**config.mk**
```make
export PLATFORM = sky130hd
export DESIGN_NAME = uiwl_top
export DESIGN_NICKNAME = d
export VERILOG_FILES = /design/src/uiwl_pkg.sv /design/src/uiwl_recov_timer.sv /design/src/uiwl_top.sv
export SDC_FILE = /design/constraint.sdc
export NUM_CORES = 1
export LEC_CHECK = 0
export BUFFER_PORTS_ARGS = -buffer_cell sky130_fd_sc_hd__buf_2
export CAP_MARGIN = 20
export CORE_ASPECT_RATIO = 0.6
export CORE_MARGIN = 2
export CORE_UTILIZATION = 25
export DETAILED_ROUTE_END_ITERATION = 10
export PLACE_DENSITY_LB_ADDON = 0.3
export REMOVE_ABC_BUFFERS = 1
export SYNTH_ARGS = -nofsm -noshare
export SYNTH_HDL_FRONTEND = slang
export SYNTH_SLANG_ARGS = --single-unit
```
**constraint.sdc**
```tcl
create_clock -name hclk -period 2.1 [get_ports hclk]
set_input_delay 0.315 -clock hclk [delete_from_list [all_inputs] [get_ports hclk]]
set_output_delay 0.315 -clock hclk [all_outputs]
set_load 0.02 [all_outputs]
```
**src/uiwl_pkg.sv**
```systemverilog
// Package of constants and types for the UART interrupt and wake-up block.
// What the document requires of this block and its software
// RULE1 - Sources: tx empty, tx idle, rx trigger, overrun, address, pin wake.
// RULE2 - An enabled condition reaches the controller as an active-low pulse.
// RULE3 - Each tx condition has its own enable; both rx conditions share one.
// RULE4 - Vector only with global and UART enables set, stack not full.
// RULE5 - Address detect interrupts without a status flag, only when enabled.
// RULE6 - Status flags are read-only and not cleared by vector entry.
// RULE7 - Address mode: rx interrupt only when top bit (9th or 8th) is high.
// RULE8 - Without address mode: rx interrupt each time the data flag sets; the code also requires rx_fifo_trig high.
// RULE9 - Software keeps parity off while address mode is on.
// RULE10 - Software sets UART and global enables for address interrupts.
// RULE11 - Clock stopped mid-frame freezes the transmitter until it returns.
// RULE12 - Idle or sleep during reception suspends reception, not aborts it.
// RULE13 - Idle or sleep leaves all UART registers unchanged.
// RULE14 - Clock off, all wake enables set: a falling pin edge wakes.
// RULE15 - Serial data during post-wake recovery is discarded.
// RULE16 - Without global or UART enable a pin wake only wakes, no interrupt.
// RULE17 - Wake interrupt waits until the recovery period has fully elapsed.
// RULE18 - Software confirms transfers finished before idle or sleep.
// RULE19 - Overrun requests an interrupt when the rx interrupt enable is set.
// RULE20 - All enabled, qualified sources are ORed onto one request line.
package uiwl_pkg;

  // Register byte offsets.
  localparam logic [7:0] OFF_CTRL2 = 8'h00;
  localparam logic [7:0] OFF_CTRL1 = 8'h04;
  localparam logic [7:0] OFF_STATUS = 8'h08;
  localparam logic [7:0] OFF_DATA = 8'h0C;

  // Field positions in uart_control_two.
  localparam int C2_TXE_IE = 0;
  localparam int C2_TXI_IE = 1;
  localparam int C2_RX_IE = 2;
  localparam int C2_ADDR_DET = 3;
  localparam int C2_WAKE = 4;
  localparam int C2_NINE = 5;
  localparam int C2_PAR = 6;

  // Field positions in the first control register.
  localparam int C1_UEN = 0;
  localparam int C1_RX_ON = 1;
  localparam int C1_UART_IE = 2;
  localparam int C1_GLOBAL_IE = 3;

  // Field positions in uart_status_reg.
  localparam int ST_TXE = 0;
  localparam int ST_TXI = 1;
  localparam int ST_RXF = 2;
  localparam int ST_OVR = 3;

  // Reset values.
  localparam logic [6:0] CTRL2_RST = 7'h00;
  localparam logic [3:0] CTRL1_RST = 4'h0;

  // Post-wake clock recovery length, in system clock cycles.
  localparam int RECOV_CYCLES = 1024;

  // Interrupt source indices.
  localparam int SRC_TXE = 0;
  localparam int SRC_TXI = 1;
  localparam int SRC_RXT = 2;
  localparam int SRC_OVR = 3;
  localparam int SRC_ADR = 4;
  localparam int SRC_WAK = 5;
  localparam int NSRC = 6;

  // A received word handed over by the receiver core.
  typedef struct packed {
    logic valid;
    logic overrun;
    logic [8:0] word;
  } uiwl_rx_evt_t;

endpackage

```
**src/uiwl_recov_timer.sv**
```systemverilog
// Recovery timer that runs for a fixed number of cycles after a wake-up.
`timescale 1ns/10ps
module uiwl_recov_timer
  import uiwl_pkg::*;
#(
  parameter int CYCLES = RECOV_CYCLES
)
(
  input wire logic hclk, // System clock.
  input wire logic hresetn, // Asynchronous reset, active low.
  input wire logic start, // Starts a recovery period.
  output logic busy, // High while recovery runs.
  output logic done // One-cycle pulse when recovery ends.
);

  logic [15:0] count;
  logic [15:0] next_count;
  logic next_busy;
  logic next_done;

  // Counts down the recovery period; a new start restarts it.
  always_comb
  begin
    next_count = count;
    next_busy = busy;
    next_done = 1'b0;
    if (start)
    begin
      next_count = 16'(CYCLES - 1);
      next_busy = 1'b1;
    end
    else if (busy)
    begin
      if (count == 16'h0000)
      begin
        next_busy = 1'b0;
        next_done = 1'b1;
      end
      else
      begin
        next_count = count - 16'h0001;
      end
    end
  end

  // Registers the timer state.
  always_ff @(posedge hclk or negedge hresetn)
  begin
    if (!hresetn)
    begin
      count <= 16'h0000;
      busy <= 1'b0;
      done <= 1'b0;
    end
    else
    begin
      count <= next_count;
      busy <= next_busy;
      done <= next_done;
    end
  end

endmodule

```
**src/uiwl_top.sv**
```systemverilog
// UART interrupt, address-detect and wake-up logic with an AHB-Lite slave.
//
// Added by the designer: the AHB-Lite interface to the registers and the register offsets.
`timescale 1ns/10ps
module uiwl_top
  import uiwl_pkg::*;
#(
  parameter int RECOV = RECOV_CYCLES
)
(
  input wire logic hclk, // System clock.
  input wire logic hresetn, // Asynchronous reset, active low.
  input wire logic hsel, // Slave select.
  input wire logic [31:0] haddr, // Byte address.
  input wire logic [1:0] htrans, // Transfer type.
  input wire logic hwrite, // Write when high.
  input wire logic [2:0] hsize, // Transfer size, word only.
  input wire logic [31:0] hwdata, // Write data.
  input wire logic hready, // Bus ready.
  output logic [31:0] hrdata, // Read data.
  output logic hreadyout, // Slave ready.
  output logic hresp, // Response, always OKAY.
  input wire logic tx_empty, // Transmit data register empty.
  input wire logic tx_idle, // Transmitter idle.
  input wire uiwl_rx_evt_t rx_evt, // Word moved into the receive FIFO.
  input wire logic rx_fifo_trig, // Receive FIFO at trigger level.
  input wire logic uart_clk_on, // UART clock running.
  input wire logic core_sleep, // Core in idle or sleep.
  input wire logic rx_pin, // Serial pin level.
  input wire logic stack_full, // CPU call stack full.
  output logic irq_n, // Interrupt pulse, active low.
  output logic int_vector, // CPU vectors to UART routine.
  output logic wake_up, // Wake-up pulse to the core.
  output logic tx_freeze, // Transmitter holds its state.
  output logic rx_suspend, // Receiver pauses in place.
  output logic rx_discard, // Receiver drops incoming data.
  output logic data_pop // Data register read, pops the FIFO.
);

  //////////////////////////////////////////////////////////////////////////
  // Bus slave.

  logic [6:0] ctrl2;
  logic [3:0] ctrl1;
  logic [6:0] next_ctrl2;
  logic [3:0] next_ctrl1;
  logic wr_pend;
  logic [7:0] wr_addr;
  logic next_wr_pend;
  logic [7:0] next_wr_addr;
  logic [31:0] next_hrdata;
  logic next_pop;
  logic stat_armed;
  logic next_stat_armed;
  logic [3:0] status;
  logic [8:0] data_word;
  logic [8:0] next_data_word;
  logic acc;
  logic rd_status;
  logic rd_data;

  assign acc = hsel & htrans[1] & hready;
  assign rd_status = acc & !hwrite & (haddr[7:0] == OFF_STATUS);
  assign rd_data = acc & !hwrite & (haddr[7:0] == OFF_DATA);

  // Decodes accesses; writes land in the data phase, reads are registered.
  always_comb
  begin
    next_ctrl2 = ctrl2;
    next_ctrl1 = ctrl1;
    next_wr_pend = acc & hwrite;
    next_wr_addr = haddr[7:0];
    next_hrdata = hrdata;
    next_pop = rd_data;
    next_stat_armed = stat_armed;
    next_data_word = data_word;
    // Only bus writes move the control bits, never idle or sleep.
    if (wr_pend && wr_addr == OFF_CTRL2) // RULE13
    begin
      next_ctrl2 = hwdata[6:0];
    end
    if (wr_pend && wr_addr == OFF_CTRL1) // RULE13
    begin
      next_ctrl1 = hwdata[3:0];
    end
    if (acc && !hwrite)
    begin
      unique case (haddr[7:0])
        OFF_CTRL2: next_hrdata = {25'h0000000, ctrl2};
        OFF_CTRL1: next_hrdata = {28'h0000000, ctrl1};
        OFF_STATUS: next_hrdata = {28'h0000000, status};
        OFF_DATA: next_hrdata = {23'h000000, data_word};
        default: next_hrdata = 32'h00000000;
      endcase
    end
    // A status read arms the clear; the next data read fires it.
    if (rd_status)
    begin
      next_stat_armed = 1'b1;
    end
    else if (rd_data)
    begin
      next_stat_armed = 1'b0;
    end
    if (rx_evt.valid && !rx_discard)
    begin
      next_data_word = rx_evt.word;
    end
  end

  // Registers the bus state.
  always_ff @(posedge hclk or negedge hresetn)
  begin
    if (!hresetn)
    begin
      ctrl2 <= CTRL2_RST;
      ctrl1 <= CTRL1_RST;
      wr_pend <= 1'b0;
      wr_addr <= 8'h00;
      hrdata <= 32'h00000000;
      hreadyout <= 1'b1;
      hresp <= 1'b0;
      data_pop <= 1'b0;
      stat_armed <= 1'b0;
      data_word <= 9'h000;
    end
    else
    begin
      ctrl2 <= next_ctrl2;
      ctrl1 <= next_ctrl1;
      wr_pend <= next_wr_pend;
      wr_addr <= next_wr_addr;
      hrdata <= next_hrdata;
      hreadyout <= 1'b1;
      hresp <= 1'b0;
      data_pop <= next_pop;
      stat_armed <= next_stat_armed;
      data_word <= next_data_word;
    end
  end

  //////////////////////////////////////////////////////////////////////////
  // Status flags.

  logic rxf;
  logic ovr;
  logic next_rxf;
  logic next_ovr;
  logic clr_rx;

  // Only the status-then-data read sequence clears; setting wins the tie.
  assign clr_rx = rd_data & stat_armed; // RULE6
  always_comb
  begin
    next_rxf = rxf;
    next_ovr = ovr;
    if (clr_rx)
    begin
      next_rxf = 1'b0;
      next_ovr = 1'b0;
    end
    if (rx_evt.valid && !rx_discard)
    begin
      next_rxf = 1'b1;
    end
    if (rx_evt.valid && rx_evt.overrun && !rx_discard)
    begin
      next_ovr = 1'b1;
    end
  end

  // Registers the receive flags.
  always_ff @(posedge hclk or negedge hresetn)
  begin
    if (!hresetn)
    begin
      rxf <= 1'b0;
      ovr <= 1'b0;
    end
    else
    begin
      rxf <= next_rxf;
      ovr <= next_ovr;
    end
  end

  // Status readback, bus writes have no path into it.
  assign status = {ovr, rxf, tx_idle, tx_empty}; // RULE6

  //////////////////////////////////////////////////////////////////////////
  // Wake-up and low-power control.

  logic pin_d;
  logic next_pin_d;
  logic wake_evt;
  logic recov_busy;
  logic recov_done;
  logic wake_int;
  logic next_wake_int;
  logic next_wake_up;

  // Falling pin edge with the clock off and all wake enables set.
  assign wake_evt = !uart_clk_on & pin_d & !rx_pin & ctrl2[C2_WAKE]
    & ctrl1[C1_UEN] & ctrl1[C1_RX_ON] & ctrl2[C2_RX_IE]; // RULE14

  uiwl_recov_timer #(.CYCLES(RECOV)) u_recov (
    .hclk(hclk),
    .hresetn(hresetn),
    .start(wake_evt),
    .busy(recov_busy),
    .done(recov_done)
  );

  // Wake interrupt only after recovery and only with both enables set.
  always_comb
  begin
    next_pin_d = rx_pin;
    next_wake_up = wake_evt;
    next_wake_int = recov_done & ctrl1[C1_GLOBAL_IE]
      & ctrl1[C1_UART_IE]; // RULE16 RULE17
  end

  // Registers wake state and the low-power controls.
  always_ff @(posedge hclk or negedge hresetn)
  begin
    if (!hresetn)
    begin
      pin_d <= 1'b1;
      wake_up <= 1'b0;
      wake_int <= 1'b0;
      tx_freeze <= 1'b0;
      rx_suspend <= 1'b0;
      rx_discard <= 1'b0;
    end
    else
    begin
      pin_d <= next_pin_d;
      wake_up <= next_wake_up;
      wake_int <= next_wake_int;
      tx_freeze <= !uart_clk_on; // RULE11
      rx_suspend <= core_sleep; // RULE12
      rx_discard <= wake_evt | recov_busy; // RULE15
    end
  end

  //////////////////////////////////////////////////////////////////////////
  // Interrupt sources and pulse.

  logic [NSRC-1:0] src;
  logic [NSRC-1:0] src_d;
  logic msb;
  logic rx_qual;
  logic any_new;

  // Top received bit depends on the word length.
  assign msb = ctrl2[C2_NINE] ? rx_evt.word[8] : rx_evt.word[7]; // RULE7
  assign rx_qual = !ctrl2[C2_ADDR_DET] | msb; // RULE7 RULE8
  // Enables gate each condition; rx trigger and overrun share one, wake arrives already gated.
  always_comb
  begin
    src = '0;
    src[SRC_TXE] = tx_empty & ctrl2[C2_TXE_IE]; // RULE1 RULE3
    src[SRC_TXI] = tx_idle & ctrl2[C2_TXI_IE]; // RULE3
    src[SRC_RXT] = rx_evt.valid & !rx_discard & rx_fifo_trig & rx_qual
      & ctrl2[C2_RX_IE]; // RULE3 RULE8
    src[SRC_OVR] = rx_evt.valid & !rx_discard & rx_evt.overrun
      & ctrl2[C2_RX_IE]; // RULE19
    src[SRC_ADR] = rx_evt.valid & !rx_discard & msb
      & ctrl2[C2_ADDR_DET]; // RULE5
    src[SRC_WAK] = wake_int; // RULE1
  end
  assign any_new = |(src & ~src_d); // RULE20

  // Turns each new request into a one-cycle low pulse, and a vector when both enables are set and the stack is not full.
  always_ff @(posedge hclk or negedge hresetn)
  begin
    if (!hresetn)
    begin
      src_d <= '0;
      irq_n <= 1'b1;
      int_vector <= 1'b0;
    end
    else
    begin
      src_d <= src;
      irq_n <= !any_new; // RULE2
      int_vector <= any_new & ctrl1[C1_GLOBAL_IE] & ctrl1[C1_UART_IE]
        & !stack_full; // RULE4
    end
  end
endmodule

```
==> out/qor.tcl <==
set qor(outcome) {finished with violations}
set qor(failing_checks) {negative setup slack}
set qor(worst_hold_slack_ns) 0.0912
set qor(worstSetupEndpointType) {flip-flop}
set qor(final.min_clock_period_ns) 2.16
set qor(synthDistinctLibCells) 53
set qor(count_of_unresolved_drc_violations_after_routing) 0
set qor(layout-drive-gt1-share) 0.356
set qor(numCtsBuffers) 9
set qor(floorplan.core_area_sq_um) 13000
set qor(detailedRoute.firstPassIterationCount) 4
set qor(yosys_register_bits) 74
set qor(avgViaCountPerCell) 4.38
set qor(post-synth-top-count-cell) {dfrtp_1}
set qor(post_layout_inst_area_sq_um) 4280
set qor(peakVddDrop_v) 0.000309
set qor(cellPowerDensity_nw_per_um2) 761
set qor(comb_power_share) 0.057
set qor(final.setup_skew_ns) 0.00701
set qor(max_freq_mhz) 463
set qor(synth.yosys.seq_area_share) 0.553
set qor(dp.final_hpwl_microns) 6060
set qor(final_hold_viol_count) 0
set qor(floorplan.io_pins) 133
set qor(worstPathMaxFanout) 6
set qor(syn_area_sq_um) 3350
set qor(p_clk_frac) 0.489
set qor(worst-slew-pin-transition_ns) 0.528
set qor(grt_first_pass_wirelength_microns) 12800
set qor(ctsLongestPathBuffers) 2
set qor(placed_area_sq_um) 3920
set qor(path_class) {flip-flop to flip-flop}
set qor(layout_net_count) 471
set qor(dr_total_vias) 2429
set qor(most_numerous_cell_types_in_the_synthesized_netlist) {72 x dfrtp_1, 25 x buf_4, 23 x mux2_2, 21 x nand2_1, 13 x inv_1}
set qor(initialDrtViolationCount) 95
set qor(die_height_microns) 93.7
set qor(maxCapViolCount) 0
set qor(yosysTopAreaCellShare) 0.537
set qor(synth_top_cell_by_area) {dfrtp_1}
set qor(vias_in_the_first_global_route) 2426
set qor(die-area_sq_um) 14400
set qor(maxSlewViolCount) 0
set qor(clock_tree.htree_level_count) 3
set qor(placementRows) 32
set qor(worstPathRequired_ns) 2.32
set qor(post_detailed_route_count_of_antenna_violating_nets) 0
set qor(grt_total_usage) 0.116
set qor(port-buffer-count) 54
set qor(die_w_microns) 154
set qor(post-layout-total-power_w) 0.00326
set qor(internal-power_w) 0.00254
set qor(cellLeakagePower_nw) 2.02
set qor(antenna_found_initial) 2
set qor(routabilityCongestion) 0.772
set qor(area_growth_syn_to_layout_pct) 27.5
set qor(clk_pin_slew_worst_paths_ns) 0.06
set qor(fin_crit_sh) 1.03
set qor(postSynthAreaPerCell_sq_um) 11.4
set qor(cts-root-buf) {clkbuf_16}
set qor(startpoint_kind_of_the_worst_setup_timing_path) {flip-flop}
set qor(slew_headroom) 0.647
set qor(rsz0062_at_grt) {true}
set qor(asyncSetResetFlopFracSynth) 1.00
set qor(worstSkewPairLatency_ns) 0.33
set qor(setup-violations-final) 4
set qor(effective_utilization_at_floorplan) 0.259
set qor(detail_route.wirelength_microns) 8090
set qor(cts.sinks) 74
set qor(worst_hold_path_type) {input port to flip-flop}
set qor(seq_power_share) 0.454
set qor(synthesis.yosys.warnings) 0
set qor(pin_count_of_the_biggest_net_entering_global_routing) 44
set qor(netSwitchingFraction) 0.219
set qor(switching_power_of_the_nets_w) 0.000713
set qor(tritoncts) {yes}
set qor(synth.top_cells.by_area) {dfrtp_1 54%, mux2_2 7.7%, buf_4 5.6%, nand2_1 2.3%, and3_1 1.7%}
set qor(routedWlPerCell_microns) 14.6
set qor(synth_enable_flop_cells) 0
set qor(ys_dominant_reg_cell) {dfrtp_1}
set qor(postSynthCellCount) 295
set qor(critPathArrivalTime_ns) 2.38
set qor(final_critical_path_setup_slack_ns) -0.0586
set qor(globalRouteOverflowTotal) 0
==> cell usage in the layout, fill, tap and decap left out, drive strengths merged, types with 3 or more instances in the layout <==
| cell type | synthesis | layout |
|---|---|---|
| nor3 | 4 | 4 |
| mux2i | 4 | 4 |
| clkinv | 1 | 4 |
| a21oi | 11 | 11 |
| mux2 | 23 | 23 |
| buf | 26 | 82 |
| or3 | 5 | 5 |
| or2 | 3 | 3 |
| clkbuf | 9 | 12 |
| and4 | 3 | 3 |
| or4 | 7 | 7 |
| conb | 2 | 25 |
| nand2b | 5 | 5 |
| nand4b | 4 | 4 |
| o21ai | 18 | 18 |
| and3 | 9 | 9 |
| inv | 13 | 13 |
| dfrtp | 72 | 72 |
| nor4 | 3 | 3 |
| a22o | 6 | 6 |
| a22oi | 3 | 3 |
| nand2 | 21 | 21 |
| nor2 | 10 | 10 |
==> layout make-up <==
class                           count  area [sq um]
Fill cell                        1344          8700
Sequential cell                    74          1850
Multi-Input combinational cell    195          1330
Timing Repair Buffer               83           505
Clock buffer                       12           267
Tap cell                          170           213
Inverter                           14          52.6
Clock inverter                      4          48.8
Antenna cell                        2          5.00
==> logic make-up (layout without fill, tap and decap cells) <==
logic type,count (synthesis),after routing,share of synthesized area
and+or+nand+nor,89,89,0.161
DFF,74,74,0.553
AOI/OAI and AO/OA,51,51,0.0977
buffers and inverters,49,113,0.0832
muxes,28,28,0.0959
adders and majority gates,2,2,0.00746
other,2,27,0.00224
==> routing by layer <==
metal,global-route usage,up-vias,routed length (microns)
li1,-,1180,-
met3,0.0392,4,519
met2,0.157,60,3320
met1,0.170,1185,4190
met5,0,-,0
met4,0.0436,0,71
==> power by group through the flow <==
stage	registers, W	logic [W]	clock network [W]
6_report	0.00148	0.000186	0.00159
5_1_grt	0.00148	0.000208	0.00170
4_1_cts	0.00148	0.000191	0.00163
3_5_place_dp	0.00150	0.000189	0
3_3_place_gp	0.00150	0.000186	0
2_1_floorplan	0.00150	0.0000855	0
==> stage by stage <==
stage	instances	utilization	TNS (ns)	setup slack, ns
after CTS	552	0.328	-0.167	-0.0682
after global routing	553	0.329	-0.537	-0.107
final	554	0.330	-0.173	-0.0586
after detailed placement	534	0.302	-0.729	-0.143
after floorplan	283	-	-0.0962	-0.0481
after global placement	534	0.302	-0.706	-0.144
==> worst paths after layout <==
| check | from | endpoint | slack, ns | cells after the start |
|---|---|---|---|---|
| worst max-delay path | u_recov.count[9]$_DFFE_PN0P_ | u_recov.count[0]$_DFFE_PN0P_ | -0.06 | 4 |
| worst min-delay path | core_sleep | rx_suspend$_DFF_PN0_ | 0.09 | 1 |
| worst max register to register | u_recov.count[9]$_DFFE_PN0P_ | u_recov.count[0]$_DFFE_PN0P_ | -0.06 | 4 |
| worst min register to register | wake_int$_DFF_PN0_ | src_d[5]$_DFF_PN0_ | 0.38 | 0 |
| max in group asynchronous | hresetn | irq_n$_DFF_PN1_ | 0.99 | 3 |
| min in group asynchronous | hresetn | data_word[4]$_DFFE_PN0P_ | 0.48 | 2 |
==> registers in the layout, indices dropped and copies added (netlist names) <==
signal,cells
u_recov.count,16
data_word,9
hrdata,9
wr_addr,8
ctrl2,7
src_d,6
ctrl1,4
data_pop,1
int_vector,1
irq_n,1
ovr,1
pin_d,1
rx_discard,1
rx_suspend,1
rxf,1
stat_armed,1
tx_freeze,1
u_recov.busy,1
u_recov.done,1
wake_int,1
wake_up,1
wr_pend,1
==> repair_timing <==
item                       in CTS  in global routing
hold endpoints to repair       30                  0
setup endpoints to repair       9                 11
hold buffers                    1                  0
pin swaps                       1                  0
resized for setup               1                  4
setup buffers                   1                  0
==> critical path, stage by stage (launching register included) <==
cell and delay (ns):
dfrtp_1 0.39, or4_4 0.54, or4_4 0.54, or4_1 0.42
and3_1 0.15
Power figures use the tool's default switching activity.
